`config.mk`:
```
export PLATFORM = sky130hd
export DESIGN_NAME = measurement_trigger_sequencer
export DESIGN_NICKNAME = d
export VERILOG_FILES = /design/src/core/firing_event_select_seq_pkg.sv /design/src/core/measurement_trigger_sequencer.sv
export VERILOG_INCLUDE_DIRS = /design/src /design/src/core
export SDC_FILE = /design/constraint.sdc
export NUM_CORES = 1
export LEC_CHECK = 0
export ABC_AREA = 0
export ABC_CLOCK_PERIOD_IN_PS = 4800
export BUFFER_PORTS_ARGS = -buffer_cell sky130_fd_sc_hd__buf_2
export CAP_MARGIN = 15
export CORE_ASPECT_RATIO = 2
export CORE_MARGIN = 1
export CORE_UTILIZATION = 50
export CTS_CLUSTER_SIZE = 24
export DETAILED_ROUTE_END_ITERATION = 8
export HOLD_SLACK_MARGIN = 0.02
export PLACE_DENSITY = 0.7
export SYNTH_ARGS = -nofsm -noshare
export SYNTH_HDL_FRONTEND = slang
export SYNTH_SLANG_ARGS = --single-unit
```
`constraint.sdc`:
```
create_clock -name i_ref_clk -period 4.8 [get_ports i_ref_clk]
set_clock_uncertainty 0.15 [all_clocks]
set_input_delay 0.96 -clock i_ref_clk [delete_from_list [all_inputs] [get_ports i_ref_clk]]
set_output_delay 0.96 -clock i_ref_clk [all_outputs]
set_load 0.01 [all_outputs]
```
`src/core/firing_event_select_seq_map.svh`:
```
// Functional notes
// [RULE_01] a reading starts only after arming, then firing, then a sample event
// [RULE_02] power-on selects automatic source on all three levels
// [RULE_03] arming event arms; only an armed sequencer accepts a firing event
// [RULE_04] firing after arming enables sampling; earlier sample events are ignored
// [RULE_05] one reading per sample event until the reading count is reached
// [RULE_06] reading count command carries count and sample source
// [RULE_07] automatic source fires at once whenever its level waits, at all levels
// [RULE_08] external source fires on each falling edge of the trigger input
// [RULE_09] level source only for firing and sample levels, on comparator hit
// [RULE_10] level source refused unless dc voltage or direct digitizing
// [RULE_11] power-line source only for firing and sample levels, at zero crossing
// [RULE_12] one-shot for arming and firing, occurs once then becomes suspend
// [RULE_13] suspend, for arming and firing, never occurs
// [RULE_14] host-pull occurs when output buffer and memory empty and host requests
// [RULE_15] interval timer only as sample source, spacing reading starts
// [RULE_16] timer and power-line refused for sync/random ac, frequency, period
// [RULE_17] all default states set reading count 1 and sample source automatic
// [RULE_18] standard default uses host-pull as firing source
// [RULE_19] choosing automatic on a suspended level resumes readings
// [RULE_20] command buffer off: bus held after one-shot until its readings end
// [RULE_21] command buffer on: queue commands, release bus, run them in order
// [RULE_22] after the count completes, return to waiting for arming
`ifndef FIRING_EVENT_SELECT_SEQ_MAP_SVH
`define FIRING_EVENT_SELECT_SEQ_MAP_SVH

`define RDG_CNT_W 16
`define RDG_CNT_RESET 16'h0001
`define TMR_W 32
`define CMDQ_DEPTH_DEF 4
`define LVL_ARM 2'h0
`define LVL_FIRE 2'h1
`define LVL_SMP 2'h2

`endif

```
`src/core/firing_event_select_seq_pkg.sv`:
```
package firing_event_select_seq_pkg;

	typedef enum logic [2:0] {
		SRC_AUTO, SRC_EXT, SRC_HOLD, SRC_LEVEL, SRC_LINE, SRC_SGL, SRC_SYN, SRC_TIMER
	} src_t;

	typedef enum logic [2:0] {
		CMD_ARM_SRC, CMD_FIRE_SRC, CMD_READ_COUNT, CMD_PRESET_STD, CMD_DIGITIZING_DEFAULT_STATE, CMD_RESET
	} cmd_t;

	typedef enum logic [3:0] {
		FN_DCV, FN_DIG_DIRECT, FN_ACV_SYNC, FN_ACV_RNDM, FN_ACDCV_SYNC, FN_ACDCV_RNDM,
		FN_FREQ, FN_PER, FN_OTHER
	} func_t;

	typedef enum logic [1:0] {
		ST_ARM, ST_FIRE, ST_SMP, ST_READ
	} seq_st_t;

	typedef struct packed {
		cmd_t code;
		src_t src;
		logic [15:0] count;
	} cmd_ent_t;

endpackage : firing_event_select_seq_pkg

```
`src/core/measurement_trigger_sequencer.sv`:
```
`timescale 1ns/1ns
`include "firing_event_select_seq_map.svh"

module measurement_trigger_sequencer #(
	parameter int QDEPTH = `CMDQ_DEPTH_DEF
) (
	// clock and reset
	input wire logic i_ref_clk,
	input wire logic i_rst_n,
	// host command port
	input wire logic i_cmd_valid,
	input wire firing_event_select_seq_pkg::cmd_t i_cmd_code,
	input wire firing_event_select_seq_pkg::src_t i_cmd_src,
	input wire logic [`RDG_CNT_W-1:0] i_cmd_count,
	input wire logic i_input_command_buffer_en,
	// host data path status
	input wire logic i_host_req,
	input wire logic i_outbuf_empty,
	input wire logic i_mem_empty,
	// event sources
	input wire logic i_ext_firing_event_select_n,
	input wire logic i_level_hit,
	input wire logic i_line_zero,
	input wire logic [`TMR_W-1:0] i_timer_cycles,
	// front end
	input wire firing_event_select_seq_pkg::func_t i_func,
	input wire logic i_reading_done,
	// host side status
	output logic o_cmd_ready,
	output logic o_cmd_error,
	// sequencer status
	output logic o_reading_start,
	output logic o_armed,
	output logic o_fired,
	output logic o_group_done,
	output firing_event_select_seq_pkg::src_t o_arm_src,
	output firing_event_select_seq_pkg::src_t o_fire_src,
	output firing_event_select_seq_pkg::src_t o_smp_src,
	output logic [`RDG_CNT_W-1:0] o_rdg_count
);

	localparam int PW = (QDEPTH > 1) ? $clog2(QDEPTH) : 1;
	localparam int QW = $clog2(QDEPTH + 1);
	localparam int CW = `RDG_CNT_W;

	typedef struct packed {
		firing_event_select_seq_pkg::seq_st_t st;
		firing_event_select_seq_pkg::src_t arm_src;
		firing_event_select_seq_pkg::src_t fire_src;
		firing_event_select_seq_pkg::src_t smp_src;
		logic [CW-1:0] reading_count_cmd;
		logic [CW-1:0] rdg_cnt;
		logic arm_pend;
		logic fire_pend;
		logic [`TMR_W-1:0] tmr;
		logic hold;
		logic ext_prev;
		firing_event_select_seq_pkg::cmd_ent_t [QDEPTH-1:0] q;
		logic [PW-1:0] rd;
		logic [PW-1:0] wr;
		logic [QW-1:0] cnt;
		logic ready;
		logic err;
		logic start;
		logic done;
		logic armed;
		logic fired;
	} seq_state_t;

	seq_state_t s_q;
	seq_state_t s_d;
	logic ext_fall;
	logic syn_ok;
	logic exec;
	logic take;
	logic tmr_zero;
	firing_event_select_seq_pkg::cmd_ent_t head;

	function automatic logic [PW-1:0] ptr_next(input logic [PW-1:0] p);
		ptr_next = (p == PW'(QDEPTH - 1)) ? '0 : p + PW'(1);
	endfunction : ptr_next

	// which sources each level and measurement function allows
	function automatic logic src_ok(input logic [1:0] lvl, input firing_event_select_seq_pkg::src_t s,
			input firing_event_select_seq_pkg::func_t f);
		logic lvl_fn;
		logic tl_fn;
		lvl_fn = (f == firing_event_select_seq_pkg::FN_DCV) || (f == firing_event_select_seq_pkg::FN_DIG_DIRECT);
		tl_fn = !(f inside {firing_event_select_seq_pkg::FN_ACV_SYNC, firing_event_select_seq_pkg::FN_ACV_RNDM,
			firing_event_select_seq_pkg::FN_ACDCV_SYNC, firing_event_select_seq_pkg::FN_ACDCV_RNDM,
			firing_event_select_seq_pkg::FN_FREQ, firing_event_select_seq_pkg::FN_PER}); // see [RULE_16]
		case (s)
			firing_event_select_seq_pkg::SRC_AUTO, firing_event_select_seq_pkg::SRC_EXT, firing_event_select_seq_pkg::SRC_SYN: begin
				src_ok = 1'b1; // see [RULE_07] see [RULE_14]
			end
			firing_event_select_seq_pkg::SRC_HOLD, firing_event_select_seq_pkg::SRC_SGL: begin
				src_ok = (lvl != `LVL_SMP); // see [RULE_12] see [RULE_13]
			end
			firing_event_select_seq_pkg::SRC_LEVEL: begin
				src_ok = (lvl != `LVL_ARM) && lvl_fn; // see [RULE_09] see [RULE_10]
			end
			firing_event_select_seq_pkg::SRC_LINE: begin
				src_ok = (lvl != `LVL_ARM) && tl_fn; // see [RULE_11]
			end
			firing_event_select_seq_pkg::SRC_TIMER: begin
				src_ok = (lvl == `LVL_SMP) && tl_fn; // see [RULE_15]
			end
			default: begin
				src_ok = 1'b0;
			end
		endcase
	endfunction : src_ok

	// whether the selected source occurs this cycle
	function automatic logic ev_hit(input firing_event_select_seq_pkg::src_t s, input logic pend,
			input logic fall, input logic syn, input logic lvl, input logic line,
			input logic tz);
		case (s)
			firing_event_select_seq_pkg::SRC_AUTO: ev_hit = 1'b1; // see [RULE_07]
			firing_event_select_seq_pkg::SRC_EXT: ev_hit = fall; // see [RULE_08]
			firing_event_select_seq_pkg::SRC_LEVEL: ev_hit = lvl; // see [RULE_09]
			firing_event_select_seq_pkg::SRC_LINE: ev_hit = line; // see [RULE_11]
			firing_event_select_seq_pkg::SRC_SGL: ev_hit = pend; // see [RULE_12]
			firing_event_select_seq_pkg::SRC_SYN: ev_hit = syn; // see [RULE_14]
			firing_event_select_seq_pkg::SRC_TIMER: ev_hit = tz; // see [RULE_15]
			default: ev_hit = 1'b0; // see [RULE_13]
		endcase
	endfunction : ev_hit

	always_comb begin
		s_d = s_q;
		s_d.err = 1'b0;
		s_d.start = 1'b0;
		s_d.done = 1'b0;
		s_d.ext_prev = i_ext_firing_event_select_n;
		ext_fall = s_q.ext_prev & ~i_ext_firing_event_select_n; // see [RULE_08]
		syn_ok = i_outbuf_empty & i_mem_empty & i_host_req; // see [RULE_14]
		tmr_zero = (s_q.tmr == '0);
		head = s_q.q[s_q.rd];
		exec = (s_q.cnt != '0) && !s_q.hold;
		take = i_cmd_valid && s_q.ready;
		if (!tmr_zero) begin
			s_d.tmr = s_q.tmr - `TMR_W'(1);
		end

		// trigger hierarchy: arm, fire, then one reading per sample
		case (s_q.st)
			firing_event_select_seq_pkg::ST_ARM: begin
				if (ev_hit(s_q.arm_src, s_q.arm_pend, ext_fall, syn_ok, 1'b0, 1'b0,
						1'b0)) begin
					s_d.st = firing_event_select_seq_pkg::ST_FIRE; // see [RULE_03]
					if (s_q.arm_src == firing_event_select_seq_pkg::SRC_SGL) begin
						s_d.arm_src = firing_event_select_seq_pkg::SRC_HOLD; // see [RULE_12]
						s_d.arm_pend = 1'b0;
					end
				end
			end
			firing_event_select_seq_pkg::ST_FIRE: begin
				if (ev_hit(s_q.fire_src, s_q.fire_pend, ext_fall, syn_ok, i_level_hit,
						i_line_zero, 1'b0)) begin
					s_d.st = firing_event_select_seq_pkg::ST_SMP; // see [RULE_04]
					s_d.rdg_cnt = '0;
					s_d.tmr = '0;
					if (s_q.fire_src == firing_event_select_seq_pkg::SRC_SGL) begin
						s_d.fire_src = firing_event_select_seq_pkg::SRC_HOLD; // see [RULE_12]
						s_d.fire_pend = 1'b0;
					end
				end
			end
			firing_event_select_seq_pkg::ST_SMP: begin
				if (ev_hit(s_q.smp_src, 1'b0, ext_fall, syn_ok, i_level_hit, i_line_zero,
						tmr_zero)) begin
					s_d.start = 1'b1; // see [RULE_01] see [RULE_05]
					s_d.st = firing_event_select_seq_pkg::ST_READ;
					// interval runs from one reading start to the next
					s_d.tmr = i_timer_cycles; // see [RULE_15]
				end
			end
			default: begin
				if (i_reading_done) begin
					s_d.rdg_cnt = s_q.rdg_cnt + CW'(1); // see [RULE_05]
					if (s_q.rdg_cnt + CW'(1) >= s_q.reading_count_cmd) begin
						s_d.done = 1'b1;
						s_d.st = firing_event_select_seq_pkg::ST_ARM; // see [RULE_22]
						s_d.hold = 1'b0; // see [RULE_20]
					end else begin
						s_d.st = firing_event_select_seq_pkg::ST_SMP;
					end
				end
			end
		endcase

		// command execution comes after the sequencer so a new one-shot hold wins
		if (exec) begin
			s_d.rd = ptr_next(s_q.rd); // see [RULE_21]
			case (head.code)
				firing_event_select_seq_pkg::CMD_ARM_SRC: begin
					if (src_ok(`LVL_ARM, head.src, i_func)) begin
						s_d.arm_src = head.src; // see [RULE_19]
						s_d.arm_pend = (head.src == firing_event_select_seq_pkg::SRC_SGL);
						s_d.hold = s_d.arm_pend && !i_input_command_buffer_en; // see [RULE_20]
					end else begin
						s_d.err = 1'b1;
					end
				end
				firing_event_select_seq_pkg::CMD_FIRE_SRC: begin
					if (src_ok(`LVL_FIRE, head.src, i_func)) begin
						s_d.fire_src = head.src; // see [RULE_19]
						s_d.fire_pend = (head.src == firing_event_select_seq_pkg::SRC_SGL);
						s_d.hold = s_d.fire_pend && !i_input_command_buffer_en; // see [RULE_20]
					end else begin
						s_d.err = 1'b1;
					end
				end
				firing_event_select_seq_pkg::CMD_READ_COUNT: begin
					if (src_ok(`LVL_SMP, head.src, i_func) && head.count != '0) begin
						s_d.reading_count_cmd = head.count; // see [RULE_06]
						s_d.smp_src = head.src;
					end else begin
						s_d.err = 1'b1;
					end
				end
				default: begin
					// every default state aborts the group in progress, a start included
					s_d.st = firing_event_select_seq_pkg::ST_ARM;
					s_d.start = 1'b0;
					s_d.arm_pend = 1'b0;
					s_d.fire_pend = 1'b0;
					s_d.hold = 1'b0;
					s_d.reading_count_cmd = `RDG_CNT_RESET; // see [RULE_17]
					s_d.smp_src = firing_event_select_seq_pkg::SRC_AUTO;
					s_d.arm_src = firing_event_select_seq_pkg::SRC_AUTO;
					s_d.fire_src = firing_event_select_seq_pkg::SRC_AUTO;
					if (head.code == firing_event_select_seq_pkg::CMD_PRESET_STD) begin
						s_d.fire_src = firing_event_select_seq_pkg::SRC_SYN; // see [RULE_18]
					end else if (head.code == firing_event_select_seq_pkg::CMD_DIGITIZING_DEFAULT_STATE) begin
						s_d.arm_src = firing_event_select_seq_pkg::SRC_HOLD;
					end
				end
			endcase
		end

		if (take) begin
			s_d.q[s_q.wr] = '{code: i_cmd_code, src: i_cmd_src, count: i_cmd_count};
			s_d.wr = ptr_next(s_q.wr);
		end
		s_d.cnt = s_q.cnt + QW'(take) - QW'(exec);
		// buffer on: accept while room; off: one command at a time, none while held
		if (i_input_command_buffer_en) begin
			s_d.ready = (s_d.cnt < QW'(QDEPTH)); // see [RULE_21]
		end else begin
			s_d.ready = (s_d.cnt == '0) && !s_d.hold; // see [RULE_20]
		end
		s_d.armed = (s_d.st != firing_event_select_seq_pkg::ST_ARM);
		s_d.fired = (s_d.st == firing_event_select_seq_pkg::ST_SMP) || (s_d.st == firing_event_select_seq_pkg::ST_READ);
	end

	always_ff @(posedge i_ref_clk or negedge i_rst_n) begin
		if (!i_rst_n) begin
			s_q <= '0; // all sources automatic at power-on, see [RULE_02]
			s_q.reading_count_cmd <= `RDG_CNT_RESET; // see [RULE_17]
			s_q.ext_prev <= 1'b1;
		end else begin
			s_q <= s_d;
		end
	end

	assign o_cmd_ready = s_q.ready;
	assign o_cmd_error = s_q.err;
	assign o_reading_start = s_q.start;
	assign o_armed = s_q.armed;
	assign o_fired = s_q.fired;
	assign o_group_done = s_q.done;
	assign o_arm_src = s_q.arm_src;
	assign o_fire_src = s_q.fire_src;
	assign o_smp_src = s_q.smp_src;
	assign o_rdg_count = s_q.rdg_cnt;
endmodule : measurement_trigger_sequencer

```
# After elaboration in Yosys (flattened, before gate mapping)
# Memories as Yosys holds them, arrays and structs flattened.
# Index checks and enable logic that the tools add are counted.
# Widths: inputs -> output; s select.
dict set report totals {
  ff_bits 180
  latchBits 0
  ram_bits 0
  romBits 8
  inputBits 69
  output_inout_bits 31
  word_cells 206
  n_memories 1
}
dict set report classes {
  addsub 6
  multipliers 0
  n_div 0
  order_cmp 5
  eq_ne 39
  shifts 0
  mux 79
  bitwise_logic 6
  n_reduce_logical 38
}
# name words word_bits read_ports rd_ports_with_merged_regs write_ports line
set mem_list {}
lappend mem_list {{(no name shown)} 8 1 1 0 0 measurement_trigger_sequencer.sv:92} ;# case (s)
# op count
set op_table {}
lappend op_table {{$bwmux 88} 1}
lappend op_table {{$mux 32} 2}
lappend op_table {{$pmux 32 s2} 1}
lappend op_table {{$bmux 22 s2} 1}
lappend op_table {{$demux 22 s2} 1}
lappend op_table {{$mux 22} 2}
lappend op_table {{$eq 3x3->1 const B} 13}
lappend op_table {{$pmux 19 s2} 1}
lappend op_table {{$mux 33} 1}
lappend op_table {{$logic_not 32->1} 1}
lappend op_table {{$mux 1} 32}
lappend op_table {{$mux 16} 2}
lappend op_table {{$pmux 16 s2} 1}
lappend op_table {{$sub 32x1->32 const B} 1}
lappend op_table {{$mux 27} 1}
lappend op_table {{$mux 3} 9}
lappend op_table {{$mux 2} 10}
lappend op_table {{$mux 19} 1}
lappend op_table {{$eq 3x2->1 const B} 6}
lappend op_table {{$logic_not 3->1} 6}
lappend op_table {{$add 16x1->16 const B} 1}
lappend op_table {{$eq 4x3->1 const B} 4}
lappend op_table {{$ge 16x16->1} 1}
lappend op_table {{$reduce_bool 16->1} 1}
lappend op_table {{33 further kinds} 73}

# Longest topological paths before layout
dict set report logic_depth {
  depth_word 13
  depth_mapped 13
}

# Worst setup path before layout
# OpenSTA, ideal clock, no wires.
dict set report synth_path {
  path_kind {register to register}
  from {register s_q, in the netlist o_rdg_count[6]}
  to {register s_q, in the netlist o_armed}
  setup_time_ns 0.124
  arrival_time_ns 2.846
  slack_ns 1.680
  stages_incl_launch_ff 14
  path_buffers 1
  path_cell_list {dfrtp_1 > and3_1 > nand3_1 > or2_2 > clkbuf_1 > o21ai_0 > nand2_1 > ha_1 > and4_1 > nand3_1 > a221o_1 > a41oi_1 > a2111oi_0 > or2_1}
}
# item line
set synth_lines {}
lappend synth_lines {{start, declared} measurement_trigger_sequencer.sv:70} ;# seq_state_t s_q;

==> flow_summary.json <==
{
  "synth_nets": 908,
  "route.detailed.drc": 0,
  "rsz0062_at_grt": "no",
  "final_nets": 980,
  "antenna_found_initial": 0,
  "io_pins": 100,
  "max_freq_ghz": 0.271,
  "grt_pass1_wl_microns": 33500,
  "regArea_sq_mm": 0.00451,
  "cp-end-kind": "flop",
  "grt_max_degree": 108,
  "netlist_instances": 804,
  "holdPathStages": 2,
  "fillers": 1591,
  "vias": 6500,
  "fin_crit_sh_pct": 76.8,
  "rows": 71,
  "async_flop_share_pct": 100,
  "clk_pin_slew_ps": 70,
  "synth.avg_cell_area_sq_um": 11.9,
  "port_buffers": 98,
  "yosys_warnings": 0,
  "die_w_microns": 99.9,
  "r2r-end": "o_cmd_ready$_DFF_PN0_",
  "setup_viol": 0,
  "cts_num_sinks": 180,
  "reg2reg_slack_ps": 1110,
  "worstPathRequired_ps": 4970,
  "die_y_microns": 198,
  "cts_setup_buffers": 0,
  "switching_share_pct": 27.8,
  "min_period_ps": 3690,
  "cts_tree": "built",
  "clock_path_buffers": 2,
  "overflow": 0,
  "globalplace.congestion": 0.822,
  "ys_types": 72,
  "dp_hpwl_microns": 15300,
  "finalHoldViolCount": 0,
  "clkPwrFrac_pct": 31.0,
  "tightest_slew_ps": 1010,
  "drive_gt1_share_pct": 28.9,
  "critPathLaunch": "o_rdg_count[2]$_DFFE_PN0P_",
  "worst_skew_pair.late_latency_ps": 440,
  "relSlewSlack_pct": 33.0,
  "fin_total_pwr_w": 0.00453,
  "grt_pass1_vias": 6995,
  "tns_ps": 0,
  "core_sq_mm": 0.0187,
  "startpoint_type": "flop",
  "maxSlewViolCount": 0,
  "min-delay-start": "s_q[153]$_DFFE_PN1P_",
  "antenna_cells": 0,
  "crit_arrival_ps": 3860,
  "ys_ff_latch": 180,
  "wl_microns": 20700,
  "hold_path.class": "reg2reg",
  "cellPowerDensity_mw_per_mm2": 423,
  "grt_usage_pct": 22.2,
  "power.internal_w": 0.00327,
  "regToRegStartpoint": "o_rdg_count[2]$_DFFE_PN0P_",
  "wl_per_cell_microns": 18.1,
  "cts_hold_buf": 0,
  "area_growth_pct": 11.8,
  "synth_edf_count": 0,
  "status": "finished, final reports clean",
  "viasPerCell": 5.68,
  "first_pass_iters": 4,
  "ir_drop_mv": 0.272,
  "ctsRootBufferMaster": "clkbuf_16",
  "power.switching_w": 0.00126,
  "synth-main-ff-cell": "dfrtp_1",
  "leakagePower_nw": 4.57,
  "die_area_sq_mm": 0.0197,
  "maxCapViolCount": 0,
  "cts_resized": 0,
  "netlist_area_sq_mm": 0.00958,
  "multi_input_area_sq_mm": 0.00457,
  "r2r_cells": 12,
  "initial_core_util_pct": 51.1,
  "path_max_fanout": 9,
  "combPwrFrac_pct": 22.8,
  "critical_path_class": "reg2reg",
  "min_to": "s_q[153]$_DFFE_PN1P_",
  "htreeDepth": 4,
  "ys_seq_area_share_pct": 47.1,
  "drtAntennaViolNets": 0,
  "dr.first_iter.drc_count": 161,
  "power_frac_seq_pct": 46.2,
  "cts_buffers": 17
}
[power groups by stage]
stage	Sequential [W]	Combinational (W)	Clock, W
5_1_grt	0.00213	0.00113	0.00149
2_1_floorplan	0.00204	0.000805	0
3_5_place_dp	0.00212	0.00104	0
6_report	0.00209	0.00103	0.00140
3_3_place_gp	0.00209	0.00100	0
4_1_cts	0.00209	0.00105	0.00143
[critical path, stage by stage (launching register included)]
cell     delay (ps)
dfrtp_1         440
and3_1          250
nand3_1         120
or2_2           380
o21ai_0         240
nand2_1         100
ha_1            300
and4_1          250
nand3_1          80
a221o_1         260
a41oi_1         530
o22ai_1         190
o41ai_1         280
[through the flow]
step	cells	hold slack, ps	cell area, sq um	setup WS [ps]	util, %
floorplan	804	302	9580	1680	-
CTS	1144	325	10700	1120	57.1
global placement	1112	314	10100	1180	54.0
global route	1144	362	10700	816	57.1
finish	1144	322	10700	1110	57.1
detailed placement	1112	312	10100	1130	54.0
[flip-flops by register name, indices dropped and copies added (netlist names)]
name             cells
o_armed              1
o_fired              1
o_smp_src            3
o_group_done         1
o_fire_src           3
o_reading_start      1
o_rdg_count         16
o_cmd_error          1
o_arm_src            3
s_q                149
o_cmd_ready          1
[how the worst max path moves through the flow]
stage / to / cells past startpoint / slack, ps
finish: o_cmd_ready$_DFF_PN0_ / 12 / 1110
global placement: o_cmd_ready$_DFF_PN0_ / 12 / 1180
detailed placement: o_cmd_ready$_DFF_PN0_ / 12 / 1130
floorplan: o_armed$_DFF_PN0_ / 13 / 1680
CTS: o_cmd_ready$_DFF_PN0_ / 12 / 1120
global route: o_cmd_ready$_DFF_PN0_ / 12 / 820
[routing by layer]
| layer | track usage [%] | wire length [microns] |
|---|---|---|
| met2 | 42.3 | 11600 |
| met3 | 4.87 | 671 |
| met1 | 21.9 | 7610 |
| met5 | 0 | 0 |
| met4 | 11.3 | 805 |
[cell families (layout without fill, tap and decap cells)]
group / count (synthesis) / count (layout) / synth area share, %
DFF: 180 / 180 / 47.1
and+or+nand+nor: 196 / 196 / 10.9
AOI/OAI and AO/OA: 142 / 142 / 11.3
buffers and inverters: 93 / 178 / 5.37
xor gates and xnor gates: 42 / 42 / 3.84
muxes: 116 / 116 / 16.8
adders and majority gates: 35 / 35 / 4.65
[layout make-up]
cell class / instances / share of cell area (%)
clock buffer: 19 / 4.14
clock inverter: 13 / 1.38
inverter: 35 / 1.23
multi-input combinational: 531 / 42.7
sequential: 180 / 42.1
tap: 255 / 2.98
timing repair buffer: 111 / 5.55
[cells in the mapped netlist, types with 4 or more instances]
master / n / area share [%]
dfrtp_1: 178 / 47
mux2_2: 90 / 11
mux2i_1: 4 / 0.42
a32o_1: 4 / 0.42
nand2b_1: 15 / 0.98
inv_1: 35 / 1.4
mux4_2: 6 / 1.4
nand3_1: 20 / 1.0
a21oi_1: 18 / 0.94
a21o_1: 6 / 0.47
nor2b_1: 5 / 0.33
nand4_1: 5 / 0.33
nand3b_1: 4 / 0.31
buf_1: 8 / 0.31
clkbuf_1: 12 / 0.47
ha_1: 34 / 4.4
or4_1: 7 / 0.55
nor2_1: 24 / 0.94
a22o_1: 20 / 1.8
and3_1: 7 / 0.46
o2bb2ai_1: 34 / 3.1
buf_4: 25 / 2.0
xor2_1: 14 / 1.3
nor3_1: 19 / 0.99
mux4_1: 16 / 4.4
and2_1: 5 / 0.33
xnor2_1: 28 / 2.6
buf_2: 7 / 0.37
o31ai_1: 5 / 0.39
nand2_1: 50 / 2.0
nor4_1: 12 / 0.78
o21ai_0: 22 / 1.1
[cell usage in the layout, fill, tap and decap left out, types with 7 or more instances in the layout]
| cell | n |
|---|---|
| ha_1 | 34 |
| and3_1 | 7 |
| nand3_1 | 20 |
| o2bb2ai_1 | 34 |
| or4_1 | 7 |
| a22o_1 | 20 |
| buf_4 | 13 |
| xnor2_1 | 28 |
| nor4_1 | 12 |
| nor2_1 | 24 |
| nor3_1 | 19 |
| nand2b_1 | 15 |
| xor2_1 | 14 |
| inv_1 | 35 |
| a21oi_1 | 18 |
| dfrtp_1 | 178 |
| mux4_1 | 16 |
| mux2_2 | 90 |
| o21ai_0 | 22 |
| buf_2 | 97 |
| nand2_1 | 50 |
| clkbuf_16 | 17 |
Power figures use the tool's default switching activity.
